--- config.mk ---
export PLATFORM = sky130hd
export DESIGN_NAME = dcirq_regs
export DESIGN_NICKNAME = d
export VERILOG_FILES = /design/src/hdl/dcirq_pkg.sv /design/src/hdl/dcirq_flag_bank.sv /design/src/hdl/dcirq_regs.sv
export SDC_FILE = /design/constraint.sdc
export NUM_CORES = 1
export LEC_CHECK = 0
export ABC_AREA = 1
export BUFFER_PORTS_ARGS = -buffer_cell sky130_fd_sc_hd__buf_2
export CORE_ASPECT_RATIO = 1.5
export CORE_UTILIZATION = 45
export CTS_BUF_LIST = sky130_fd_sc_hd__clkbuf_16
export CTS_CLUSTER_DIAMETER = 50
export DETAILED_ROUTE_END_ITERATION = 10
export GPL_TIMING_DRIVEN = 0
export PLACE_DENSITY_LB_ADDON = 0.2
export SLEW_MARGIN = 30
export SYNTH_ARGS = -nofsm -noshare
export SYNTH_HDL_FRONTEND = slang
export SYNTH_HIERARCHICAL = 1
export SYNTH_SLANG_ARGS = --single-unit
--- constraint.sdc ---
create_clock -name core_clk -period 1 [get_ports core_clk]
set_input_delay 0.15 -clock core_clk [delete_from_list [all_inputs] [get_ports core_clk]]
set_output_delay 0.15 -clock core_clk [all_outputs]
set_load 0.02 [all_outputs]
--- src/hdl/dcirq_pkg.sv ---
/*
 * Shared constants and carriers for the transmit completion interrupt block.
 * Assumes a single core_clk domain and a plain register port with a
 * one-cycle read latency.
 */
package dcirq_pkg;

	// Widths
	localparam int unsigned DATA_W = 32;
	localparam int unsigned ADDR_W = 8;
	localparam int unsigned CHAN_N = 4;

	// Register byte offsets
	localparam logic [7:0] OFS_VECTOR_CAPTURE = 8'h00;
	localparam logic [7:0] OFS_MASKED_STATUS  = 8'h04;
	localparam logic [7:0] OFS_RAW_STATUS     = 8'h08;
	localparam logic [7:0] OFS_ENABLE_SET     = 8'h0C;
	localparam logic [7:0] OFS_ENABLE_CLEAR   = 8'h10;
	localparam logic [7:0] OFS_RX_DMA_CONTROL = 8'h14;

	// Field positions
	localparam int unsigned FLD_COMP_LSB   = 0;
	localparam int unsigned FLD_COMP_MSB   = 3;
	localparam int unsigned FLD_RX_ENABLE  = 0;

	// Values after reset
	localparam logic [31:0] RST_VECTOR     = 32'h0000_0000;
	localparam logic [3:0]  RST_FLAGS      = 4'h0;
	localparam logic [3:0]  RST_ENABLES    = 4'h0;
	localparam logic        RST_RX_ENABLE  = 1'b0;
	localparam logic [31:0] RST_RDATA      = 32'h0000_0000;
	localparam logic [31:0] READ_UNMAPPED  = 32'h0000_0000;

	// Cycles from read strobe to read data
	localparam int unsigned READ_LATENCY   = 1;

	// Register port request
	typedef struct packed {
		logic              wr;
		logic              rd;
		logic [7:0]        addr;
		logic [31:0]       wdata;
	} dcirq_bus_req_s;

	// Flag bank state
	typedef struct packed {
		logic [3:0]        flags;
	} dcirq_bank_state_s;

	// Main block state
	typedef struct packed {
		logic [31:0]       vector;
		logic [3:0]        enables;
		logic              rx_enable;
		logic [31:0]       rdata;
	} dcirq_state_s;

endpackage : dcirq_pkg

--- src/hdl/dcirq_flag_bank.sv ---
/*
 * Sticky per-channel completion flags.
 * Assumes set pulses and clear masks come from logic on core_clk.
 */
`timescale 1ns/1ps
module dcirq_flag_bank (
	// Clock and reset
	input  wire logic        core_clk,
	input  wire logic        resetn,
	// Events and clears
	input  wire logic [3:0]  set_pulse,
	input  wire logic [3:0]  clear_mask,
	// Flags
	output      logic [3:0]  flags
);

	dcirq_pkg::dcirq_bank_state_s state_reg;
	dcirq_pkg::dcirq_bank_state_s state_next;

	// A set in the same cycle as a clear wins, so no completion is lost
	always_comb begin
		state_next       = state_reg;
		state_next.flags = (state_reg.flags & ~clear_mask) | set_pulse;
	end

	always_ff @(posedge core_clk) begin
		if (!resetn) begin
			state_reg.flags <= dcirq_pkg::RST_FLAGS;
		end else begin
			state_reg <= state_next;
		end
	end

	assign flags = state_reg.flags;
endmodule : dcirq_flag_bank

--- src/hdl/dcirq_regs.sv ---
/*
 * Transmit completion interrupt status and enables, vector capture and the
 * receive DMA global enable, reached over a plain register port.
 * Assumes completion pulses and the vector input come from logic on core_clk,
 * and the master never raises both strobes at once.
 */
// The plain strobed port and the register offsets were left to the implementer.
// Notes on behaviour
// - Read-only 32-bit vector register registers the vector input; zero after reset.
// - Four raw completion flags, set per channel on transmit completion; zero at reset.
// - Masked indicators read as raw flags ANDed with channel enables.
// - Four active-high completion enables, one per channel, reset to zero.
// - Writing one to the clear alias clears that enable; zeros leave it.
// - Writing one to the set alias sets that enable; zeros leave it.
// - Receive DMA global enable: one enables, zero disables, resets disabled.
`timescale 1ns/1ps
module dcirq_regs (
	// Clock and reset
	input  wire logic                      core_clk,
	input  wire logic                      resetn,
	// Register port
	input  wire dcirq_pkg::dcirq_bus_req_s bus_req,
	output      logic [31:0]               bus_rdata,
	// Engine side
	input  wire logic [31:0]               irq_vector_in,
	input  wire logic [3:0]                tx_done_pulse,
	// Controls and interrupt
	output      logic                      rx_dma_global_enable,
	output      logic [3:0]                tx_completion_enable,
	output      logic [3:0]                tx_raw_completion,
	output      logic                      tx_completion_irq
);

	dcirq_pkg::dcirq_state_s state_reg;
	dcirq_pkg::dcirq_state_s state_next;

	logic [3:0]  raw_flags;
	logic [3:0]  masked_flags;
	logic [3:0]  raw_clear;
	logic        hit_vector;
	logic        hit_masked;
	logic        hit_raw;
	logic        hit_set;
	logic        hit_clear;
	logic        hit_rx;

	function automatic logic addr_hit(input logic [7:0] addr, input logic [7:0] ofs);
		addr_hit = (addr == ofs);
	endfunction : addr_hit

	function automatic logic [31:0] comp_word(input logic [3:0] bits);
		comp_word = {28'h000_0000, bits};
	endfunction : comp_word

	assign hit_vector = addr_hit(bus_req.addr, dcirq_pkg::OFS_VECTOR_CAPTURE);
	assign hit_masked = addr_hit(bus_req.addr, dcirq_pkg::OFS_MASKED_STATUS);
	assign hit_raw    = addr_hit(bus_req.addr, dcirq_pkg::OFS_RAW_STATUS);
	assign hit_set    = addr_hit(bus_req.addr, dcirq_pkg::OFS_ENABLE_SET);
	assign hit_clear  = addr_hit(bus_req.addr, dcirq_pkg::OFS_ENABLE_CLEAR);
	assign hit_rx     = addr_hit(bus_req.addr, dcirq_pkg::OFS_RX_DMA_CONTROL);

	// Reading the raw status hands the flags to software and clears them
	assign raw_clear = (bus_req.rd && hit_raw) ? raw_flags : 4'h0;

	dcirq_flag_bank u_flag_bank (
		.core_clk   (core_clk),
		.resetn     (resetn),
		.set_pulse  (tx_done_pulse),
		.clear_mask (raw_clear),
		.flags      (raw_flags)
	);

	assign masked_flags = raw_flags & state_reg.enables;

	always_comb begin
		state_next        = state_reg;
		state_next.vector = irq_vector_in;
		if (bus_req.wr && hit_set) begin
			state_next.enables = state_reg.enables | bus_req.wdata[3:0];
		end
		if (bus_req.wr && hit_clear) begin
			state_next.enables = state_reg.enables & ~bus_req.wdata[3:0];
		end
		if (bus_req.wr && hit_rx) begin
			state_next.rx_enable = bus_req.wdata[dcirq_pkg::FLD_RX_ENABLE];
		end
		// Read data stand for one cycle only; the master samples them once
		state_next.rdata = dcirq_pkg::RST_RDATA;
		if (bus_req.rd) begin
			if (hit_vector) begin
				state_next.rdata = state_reg.vector;
			end else if (hit_masked) begin
				state_next.rdata = comp_word(masked_flags);
			end else if (hit_raw) begin
				state_next.rdata = comp_word(raw_flags);
			end else if (hit_set || hit_clear) begin
				state_next.rdata = comp_word(state_reg.enables);
			end else if (hit_rx) begin
				state_next.rdata = {31'h0000_0000, state_reg.rx_enable};
			end else begin
				state_next.rdata = dcirq_pkg::READ_UNMAPPED;
			end
		end
	end

	always_ff @(posedge core_clk) begin
		if (!resetn) begin
			state_reg.vector    <= dcirq_pkg::RST_VECTOR;
			state_reg.enables   <= dcirq_pkg::RST_ENABLES;
			state_reg.rx_enable <= dcirq_pkg::RST_RX_ENABLE;
			state_reg.rdata     <= dcirq_pkg::RST_RDATA;
		end else begin
			state_reg <= state_next;
		end
	end

	assign bus_rdata            = state_reg.rdata;
	assign rx_dma_global_enable = state_reg.rx_enable;
	assign tx_completion_enable = state_reg.enables;
	assign tx_raw_completion    = raw_flags;
	// Level output built from flops only, so it carries no glitch from the bus
	assign tx_completion_irq    = |masked_flags;

	logic past_valid_reg;
	always_ff @(posedge core_clk) begin
		if (!resetn) begin
			past_valid_reg <= 1'b0;
		end else begin
			past_valid_reg <= 1'b1;
		end
	end
endmodule : dcirq_regs

==> impl_metrics.env, run 1 <==
export IMPL_outcome="complete, but fails checks"
export IMPL_violations="negative setup slack"
export IMPL_peakVddDrop_uv=845
export IMPL_hp_class="in -> reg"
export IMPL_synth_xor_area_share_pct=0
export IMPL_p_sw_share_pct=20.9
export IMPL_endpoint="tx_completion_irq"
export IMPL_core_um2=6220
export IMPL_boundaryPins=122
export IMPL_postRouteAntennaNets=0
export IMPL_yosysSeqAreaShare_pct=50.0
export IMPL_cap_violations=0
export IMPL_clockBufferDepth=2
export IMPL_end_kind="output pin"
export IMPL_power_switching_mw=1.42
export IMPL_crit_path_max_fanout=5
export IMPL_synth_simple_area_share_pct=25.1
export IMPL_synth_top_family_by_area="simple AND/OR/NAND/NOR gates"
export IMPL_rrSetupSlack_ps=60
export IMPL_grt_pass1_vias=2210
export IMPL_r2r_start="u_flag_bank/flags[0]"
export IMPL_h_tree_depth=3
export IMPL_die_area_um2=6820
export IMPL_syn_inst=352
export IMPL_die_w_um=67.8
export IMPL_dr_pass1_iters=4
export IMPL_final_setup_viol_count=8
export IMPL_r2r_cells=5
export IMPL_cpMaxStageDelayCell="dfxtp_4"
export IMPL_synth_top_area_share_pct=50.0
export IMPL_ys_types=22
export IMPL_internal_power_mw=5.36
export IMPL_cpLargestDelayFamily="flip-flops"
export IMPL_drive_above_1_share_pct=40.1
export IMPL_synth_area_leaders="dfxtp_1 (50%), inv_1 (10%), buf_4 (9.3%)"
export IMPL_grt_setup_unrepaired="true"
export IMPL_crit_start="u_flag_bank/flags[3]"
export IMPL_slew_violations=0
export IMPL_grt_total_usage_pct=17.9
export IMPL_die_h_um=101
export IMPL_slew_headroom_pct=68.8
export IMPL_start_util_pct=47.0
export IMPL_fin_crit_ps=1140
export IMPL_wl_per_cell_um=10.4
export IMPL_cts_sinks=73
export IMPL_antennaDiodeCount=0
export IMPL_yosys_area_share_adder_pct=0
export IMPL_ys_async_sr_fraction_pct=0
export IMPL_grt_overflow=0
export IMPL_cp_depth=3
export IMPL_fillers=495
export IMPL_finClkSkew_ps=6.35
export IMPL_areaGrowthSynthToFinish_pct=38.6
export IMPL_tightest_slew_ps=468
export IMPL_hpwl_um=3860
export IMPL_utilization_pct=65.1
export IMPL_dp_slack_ps=-236
export IMPL_fin_crit_sh_pct=114
export IMPL_crit_type="reg -> out"
export IMPL_final_hold_viol_count=0
export IMPL_pwr_share_seq_pct=44.4
export IMPL_path_clk_slew_ps=60
export IMPL_power_density_nw_per_um2=1670
export IMPL_fin_nets=521
export IMPL_worst_path_buf_inv=1
export IMPL_synth_compound_area_share_pct=2.74
export IMPL_max_freq_mhz=876
export IMPL_tritoncts="yes"
export IMPL_cpPeakStageDelay_ps=360
export IMPL_avgSynthCellArea_um2=8.30
export IMPL_start_kind="flip-flop"
export IMPL_cts_made_buffers=9
export IMPL_clk_insertion_delay_late_ps=320
export IMPL_gp_congestion=0.808
export IMPL_synth_seq_cells=73
export IMPL_synth_enable_flop_cells=0
export IMPL_num_vias=2203
export IMPL_leakage_nw=2.12
export IMPL_dr_first_iter_drc_count=69
export IMPL_grt_start_max_net_pins=14
export IMPL_crit_arrival_ps=990
export IMPL_synth_main_ff_cell="dfxtp_1"
export IMPL_synth_mux_area_share_pct=0
export IMPL_reg2reg_to="bus_rdata[0]"
export IMPL_clock_root_buffer="clkbuf_16"
export IMPL_syn_nets=432
export IMPL_synth_cells_most_frequent="inv_1 (78), dfxtp_1 (73), nand2_1 (69), buf_4 (36), nor2_1 (27)"
export IMPL_combPwrFrac_pct=6.1
export IMPL_drt_wl_total_um=5400
export IMPL_yosysTopAreaCell="dfxtp_1"
export IMPL_antenna_found_initial=0
export IMPL_setup_ws_ps=-142
export IMPL_cp_cell_sequence="nand2_1 -> nand4_1 -> buf_6"
export IMPL_worstPathRequired_ps=850
export IMPL_p_clk_share_pct=49.4
export IMPL_drc=0
export IMPL_vias_per_cell=4.24
export IMPL_syn_area_um2=2920
export IMPL_portBuffers=92
export IMPL_placementRows=35
export IMPL_grt_pass1_wl_um=8980
export IMPL_yosysMostFrequentCell="inv_1"
export IMPL_ys_warnings_count=6
export IMPL_total_power_mw=6.77
what timing repair did:
action	in CTS	in global routing
cloned	0	0
setup buffers	9	0
hold endpoints to repair	9	0
setup endpoints to repair	42	12
pin swaps	1	2
resized for setup	106	11
hold buffers	9	0
tightest hold or removal path: stages:
cell and delay, ps:
buf_2 80, nand2_1 40, inv_1 40
final cells by class:
| cell class | instances | area (µm²) | area share [%] |
|---|---|---|---|
| Buffer | 11 | 97.6 | 2.41 |
| Clock buffer | 9 | 225 | 5.56 |
| Clock inverter | 7 | 93.8 | 2.32 |
| Inverter | 83 | 315 | 7.79 |
| Multi-Input combinational cell | 153 | 841 | 20.8 |
| Sequential cell | 73 | 1500 | 37.0 |
| Tap cell | 74 | 92.6 | 2.29 |
| Timing Repair Buffer | 110 | 885 | 21.9 |
stage by stage:
step	setup TNS, ps	area, µm²	hold slack [ps]	std cells
3_5_place_dp	-6450	3470	333	518
6_report	-602	4050	9.51	520
3_3_place_gp	-5870	3470	333	518
2_1_floorplan	0	2920	248	352
4_1_cts	-744	4010	1.14	520
5_1_grt	-852	4050	11.7	520
power by group through the flow:
stage	registers [mW]	clock network (mW)	logic (mW)
floorplan	3.09	0	0.176
global placement	3.08	0	0.330
detailed placement	3.09	0	0.339
CTS	3.01	3.44	0.411
global route	3.02	3.57	0.467
finish	3.01	3.35	0.416
cell families after synthesis:
logic type      Yosys count
simple gates            138
buf+inv                 126
flops                    73
compound gates           15
per-layer routing:
layer	wire length (µm)	vias to the layer above	global-route usage, %	part of all wire (%)
li1	-	1153	-	-
met1	1970	955	16.7	36
met2	2940	76	32.3	54
met3	261	19	4.52	4.8
met4	240	0	12.5	4.4
met5	0	-	0	0
how the worst min path moves through the flow:
stage / slack (ps) / startpoint / depth (start not counted) / endpoint
2_1_floorplan: 250 / irq_vector_in[0] / 2 / state_reg[37]
3_3_place_gp: 330 / irq_vector_in[26] / 3 / state_reg[63]
3_5_place_dp: 330 / irq_vector_in[25] / 3 / state_reg[62]
4_1_cts: 1 / irq_vector_in[4] / 3 / state_reg[41]
5_1_grt: 10 / irq_vector_in[15] / 3 / state_reg[52]
6_report: 10 / irq_vector_in[9] / 3 / state_reg[46]
layout by cell type, fill, tap and decap left out, types with 9 or more instances in the layout:
master,Yosys,routed
buf_2,1,51
buf_4,36,10
buf_6,0,45
clkbuf_16,0,9
dfxtp_1,73,60
dlygate4sd3_1,0,9
inv_1,78,78
nand2_1,69,64
nand3_1,11,10
nor2_1,27,25
nor2_4,21,21
Note: power is estimated with default switching activity, not from simulation.
==> inputs of run 2 (changes only) <==
--- a/config.mk
+++ b/config.mk
@@ -12,10 +12,10 @@
 export CTS_BUF_LIST = sky130_fd_sc_hd__clkbuf_16
 export CTS_CLUSTER_DIAMETER = 50
 export DETAILED_ROUTE_END_ITERATION = 10
+export GPL_ROUTABILITY_DRIVEN = 0
 export GPL_TIMING_DRIVEN = 0
 export PLACE_DENSITY_LB_ADDON = 0.2
 export SLEW_MARGIN = 30
 export SYNTH_ARGS = -nofsm -noshare
 export SYNTH_HDL_FRONTEND = slang
-export SYNTH_HIERARCHICAL = 1
 export SYNTH_SLANG_ARGS = --single-unit
==> impl_metrics.env, run 2 <==
export IMPL_r2r_start="u_flag_bank.flags[1]"
export IMPL_wl_per_cell_um=10.4
export IMPL_crit_type="reg -> out"
export IMPL_setup_ws_ps=-136
export IMPL_utilization_pct=64.2
export IMPL_dr_pass1_iters=4
export IMPL_avgSynthCellArea_um2=8.43
export IMPL_boundaryPins=122
export IMPL_fin_nets=506
export IMPL_grt_overflow=0
export IMPL_fillers=518
export IMPL_ys_warnings_count=0
export IMPL_tritoncts="yes"
export IMPL_layout_common_cells="inv_1 (69), nand2_1 (66), dfxtp_1 (61)"
export IMPL_finClkSkew_ps=4.37
export IMPL_placementRows=35
export IMPL_yosysSeqAreaShare_pct=51.1
export IMPL_cts_made_buffers=9
export IMPL_drc=0
export IMPL_instances_no_fill=504
export IMPL_ys_types=20
export IMPL_grt_pass1_vias=2068
export IMPL_core_um2=6130
export IMPL_cpLargestDelayFamily="flip-flops"
export IMPL_hpwl_um=3660
export IMPL_h_tree_depth=3
export IMPL_slew_headroom_pct=66.6
export IMPL_clk_insertion_delay_late_ps=320
export IMPL_drt_wl_total_um=5260
export IMPL_final_hold_viol_count=0
export IMPL_hold_end="state_reg[44]"
export IMPL_crit_arrival_ps=990
export IMPL_antenna_found_initial=0
export IMPL_layout_commonest_cell="inv_1"
export IMPL_antennaDiodeCount=0
export IMPL_multi_input_area_um2=798
export IMPL_outcome="complete, but fails checks"
export IMPL_clockBufferDepth=2
export IMPL_cpPeakStageDelay_ps=360
export IMPL_vias_per_cell=4.32
export IMPL_die_w_um=67.1
export IMPL_slew_violations=0
export IMPL_die_h_um=99.6
export IMPL_rrSetupSlack_ps=140
export IMPL_fin_crit_ps=1140
export IMPL_max_freq_mhz=880
export IMPL_dp_cells=505
export IMPL_cap_violations=0
export IMPL_syn_inst=339
export IMPL_num_vias=2178
export IMPL_cts_sinks=73
export IMPL_synth_area_leaders="dfxtp_1 (51%), buf_4 (9.5%), inv_1 (9.1%)"
export IMPL_violations="negative setup slack"
export IMPL_areaGrowthSynthToFinish_pct=37.7
export IMPL_final_setup_viol_count=8
export IMPL_grt_total_usage_pct=17.7
export IMPL_leakage_nw=2.06
export IMPL_syn_area_um2=2860
export IMPL_synth_enable_flop_cells=0
export IMPL_peakVddDrop_uv=1610
export IMPL_hold_start="irq_vector_in[7]"
export IMPL_clock_root_buffer="clkbuf_16"
export IMPL_synth_top_area_share_pct=51.1
export IMPL_die_area_um2=6680
export IMPL_yosysMostFrequentCell="dfxtp_1"
export IMPL_worstPathRequired_ps=850
export IMPL_synth_seq_cells=73
export IMPL_crit_path_max_fanout=4
export IMPL_cp_cell_sequence="nand2_2 -> nand4_1 -> buf_4"
export IMPL_r2r_cells=5
export IMPL_tightest_slew_ps=501
export IMPL_reg2reg_to="bus_rdata[1]"
export IMPL_dr_first_iter_drc_count=65
export IMPL_grt_pass1_wl_um=8680
export IMPL_portBuffers=92
export IMPL_ys_async_sr_fraction_pct=0
export IMPL_syn_nets=419
export IMPL_power_density_nw_per_um2=1770
export IMPL_yosysTopAreaCell="dfxtp_1"
export IMPL_start_kind="flip-flop"
export IMPL_end_kind="output pin"
export IMPL_worst_path_buf_inv=1
export IMPL_total_power_mw=6.95
export IMPL_start_util_pct=46.6
export IMPL_drive_above_1_share_pct=38.8
export IMPL_grt_start_max_net_pins=13
export IMPL_hp_class="in -> reg"
export IMPL_postRouteAntennaNets=0
export IMPL_synth_cells_most_frequent="dfxtp_1 (73), inv_1 (69), nand2_1 (67), buf_4 (36), nor2_1 (30)"
export IMPL_hold_ws_ps=10.9
export IMPL_cpMaxStageDelayCell="dfxtp_2"
export IMPL_synth_main_ff_cell="dfxtp_1"
export IMPL_path_clk_slew_ps=60
export IMPL_fin_crit_sh_pct=114
export IMPL_seq_area_um2=1490
export IMPL_holdPathStages=3
export IMPL_grt_setup_unrepaired="true"
## run 2: cell types whose count changed after synthesis, moves of 2 or more
cell,previous run,this run
nand2_1,69,67
nand2_2,4,2
inv_1,78,69
nor2_1,27,30
nor2_2,3,0
## run 2: worst max-delay path by stage
stage | from | end | cells past startpoint | slack, ps
2_1_floorplan | bus_req[37] | u_flag_bank.flags[1] | 6 | 40
3_3_place_gp | bus_req[37] | u_flag_bank.flags[3] | 7 | -260
3_5_place_dp | bus_req[39] | u_flag_bank.flags[2] | 7 | -330
4_1_cts | u_flag_bank.flags[0] | tx_completion_irq | 3 | -140
5_1_grt | flip-flop | tx_completion_irq | 3 | -180
6_report | u_flag_bank.flags[0] | tx_completion_irq | 3 | -140
## run 2: layout make-up
class	count	share of cell area, %
plain buffers	11	2.58
well taps	74	2.35
repair buffers	108	21.5
inverters	74	7.12
clock buffers	9	5.72
flip-flops and latches	73	37.8
multi-input cells	149	20.3
clock inverters	6	2.70
## run 2: routing by layer
| metal | part of all wire, % | global-route usage (%) | routed length [µm] |
|---|---|---|---|
| met1 | 38 | 17.3 | 2020 |
| met2 | 55 | 31.9 | 2870 |
| met3 | 5.2 | 6.19 | 272 |
| met4 | 1.8 | 8.02 | 93 |
| met5 | 0 | 0 | 0 |
## run 2: cells by family after synthesis
| kind of cell | after synthesis | share of synthesized area, % |
|---|---|---|
| compound gates | 15 | 2.80 |
| simple gates | 134 | 24.7 |
| buf+inv | 117 | 21.4 |
| flops | 73 | 51.1 |
## run 2: metrics by stage
step / worst slack, ps / instance area (µm²) / setup TNS [ps]
2_1_floorplan: 43.0 / 2860 / 0
3_3_place_gp: -262 / 3410 / -5910
3_5_place_dp: -333 / 3410 / -8040
4_1_cts: -142 / 3920 / -675
5_1_grt: -181 / 3940 / -800
6_report: -136 / 3940 / -529
## run 2: repair_timing
| item | in CTS | in global routing |
|---|---|---|
| pin swaps | 2 | 0 |
| hold buffers | 6 | 0 |
| endpoints found under the setup margin | 42 | 16 |
| resized for setup | 97 | 6 |
| endpoints found under the hold margin | 6 | 0 |
| buffers inserted | 10 | 0 |
## run 2: power by group
group / switching [mW] / internal (mW)
logic: 0.211 / 0.185
clock network: 1.12 / 2.41
registers: 0.0300 / 2.99
## run 2: worst reg2reg max path: cells and delay by family (launching register included)
kind,cells,cell delay (ps)
flip-flops,1,350
buffers and inverters,1,130
AND/OR/NAND/NOR,4,270
==> inputs of run 3 (changes only) <==
==> constraint.sdc (replaced) <==
create_clock -name core_clk -period 1 [get_ports core_clk]
set_input_delay 0.15 -clock core_clk [delete_from_list [all_inputs] [get_ports core_clk]]
set_output_delay 0.15 -clock core_clk [all_outputs]
set_load 0.05 [all_outputs]
==> impl_metrics.env, run 3 (synthesized netlist as in run 2, its figures left out) <==
export IMPL_outcome="complete, but fails checks"
export IMPL_violations="negative setup slack"
export IMPL_fin_crit_ps=1180
export IMPL_placementRows=35
export IMPL_start_kind="flip-flop"
export IMPL_leakage_nw=2.06
export IMPL_areaGrowthSynthToFinish_pct=41.2
export IMPL_dp_cells=505
export IMPL_final_hold_viol_count=0
export IMPL_num_vias=2126
export IMPL_grt_util_met3_pct=4.70
export IMPL_final_area_um2=4040
export IMPL_hpwl_um=3480
export IMPL_antenna_found_initial=0
export IMPL_vias_per_cell=4.25
export IMPL_holdPathStages=3
export IMPL_h_tree_depth=3
export IMPL_use_met2_pct=30.1
export IMPL_slew_violations=0
export IMPL_worstPathRequired_ps=850
export IMPL_total_power_mw=6.29
export IMPL_crit_arrival_ps=1030
export IMPL_die_w_um=67.1
export IMPL_max_freq_mhz=845
export IMPL_grt_pass1_vias=2050
export IMPL_cts_made_buffers=9
export IMPL_fin_crit_sh_pct=118
export IMPL_dr_first_iter_drc_count=141
export IMPL_tightest_slew_ps=438
export IMPL_tritoncts="yes"
export IMPL_start_util_pct=46.6
export IMPL_clk_insertion_delay_late_ps=320
export IMPL_layout_commonest_cell="inv_1"
export IMPL_drt_wl_total_um=5040
export IMPL_end_kind="output pin"
export IMPL_final_setup_viol_count=9
export IMPL_setup_ws_ps=-184
export IMPL_core_um2=6130
export IMPL_die_area_um2=6680
export IMPL_antennaDiodeCount=0
export IMPL_cts_sinks=73
export IMPL_grt_overflow=0
export IMPL_hp_class="in -> reg"
export IMPL_grt_total_usage_pct=16.7
export IMPL_wl_per_cell_um=10.1
export IMPL_layout_common_cells="inv_1 (70), nand2_1 (65), dfxtp_1 (57)"
export IMPL_crit_path_max_fanout=5
export IMPL_top_usage_layer="met2"
export IMPL_grt_pass1_wl_um=8340
export IMPL_clockBufferDepth=2
export IMPL_dpl_cell_area_um2=3430
export IMPL_crit_type="reg -> out"
export IMPL_peakVddDrop_uv=969
export IMPL_hold_ws_ps=6.39
export IMPL_fin_nets=501
export IMPL_met1_usage_pct=16.3
export IMPL_cap_violations=0
export IMPL_finClkSkew_ps=2.95
export IMPL_clock_root_buffer="clkbuf_16"
export IMPL_drc=0
export IMPL_instances_no_fill=500
export IMPL_utilization_pct=65.8
export IMPL_r2r_cells=6
export IMPL_die_h_um=99.6
export IMPL_power_density_nw_per_um2=1560
export IMPL_postRouteAntennaNets=0
export IMPL_grt_setup_unrepaired="true"
export IMPL_dp_slack_ps=-274
export IMPL_boundaryPins=122
export IMPL_grt_start_max_net_pins=14
export IMPL_portBuffers=92
export IMPL_drive_above_1_share_pct=40.6
export IMPL_dr_pass1_iters=4
export IMPL_path_clk_slew_ps=60
export IMPL_fin_tns_setup_ps=-880
export IMPL_slew_headroom_pct=70.8
[run 3: cell count changes in the layout (fill, tap and decap cells not counted), moves of 2 or more]
cell / previous run / this run
dlygate4sd3_1: 6 / 4
buf_4: 13 / 4
bufinv_16: 3 / 0
buf_8: 0 / 40
dfxtp_4: 4 / 8
dfxtp_1: 61 / 57
buf_6: 42 / 9
a21oi_2: 0 / 2
clkinvlp_4: 0 / 3
a21oi_1: 7 / 5
clkinv_1: 2 / 0
[run 3: timing repair]
item,4_1_cts,5_1_grt
setup buffers,2,5
gates resized for setup,135,18
hold endpoints to repair,4,0
pin swaps,2,8
hold buffers,4,0
setup endpoints to repair,42,19
[run 3: worst max-delay path: stages (launching register included)]
cell	delay [ps]
dfxtp_4	370
nand2_2	60
nand4_1	120
buf_6	170
[run 3: report_power, final]
group / total [mW] / internal, mW / switching, mW
Combinational: 0.443 / 0.201 / 0.242
Clock: 2.83 / 1.67 / 1.16
Sequential: 3.01 / 2.98 / 0.0316
Total: 6.29 / 4.85 / 1.44
[run 3: final cells by class]
type	count	area, µm²
plain buffers	11	101
clock buffers	9	225
clock inverters	7	46.3
fillers	493	2090
inverters	74	280
multi-input cells	149	808
flip-flops and latches	73	1500
well taps	74	92.6
repair buffers	103	981
[run 3: final timing paths]
path                              from                 to  slack (ps)
setup reg to reg  u_flag_bank.flags[0]       bus_rdata[0]           0
hold / removal       irq_vector_in[22]      state_reg[59]           6
setup / recovery             flip-flop  tx_completion_irq        -180
hold reg to reg          state_reg[45]       bus_rdata[8]         400
[run 3: per-layer routing]
layer	part of all wire, %	wire length [µm]
met5	0	0
met1	36	1820
met2	55	2760
met4	2.3	116
met3	6.6	333
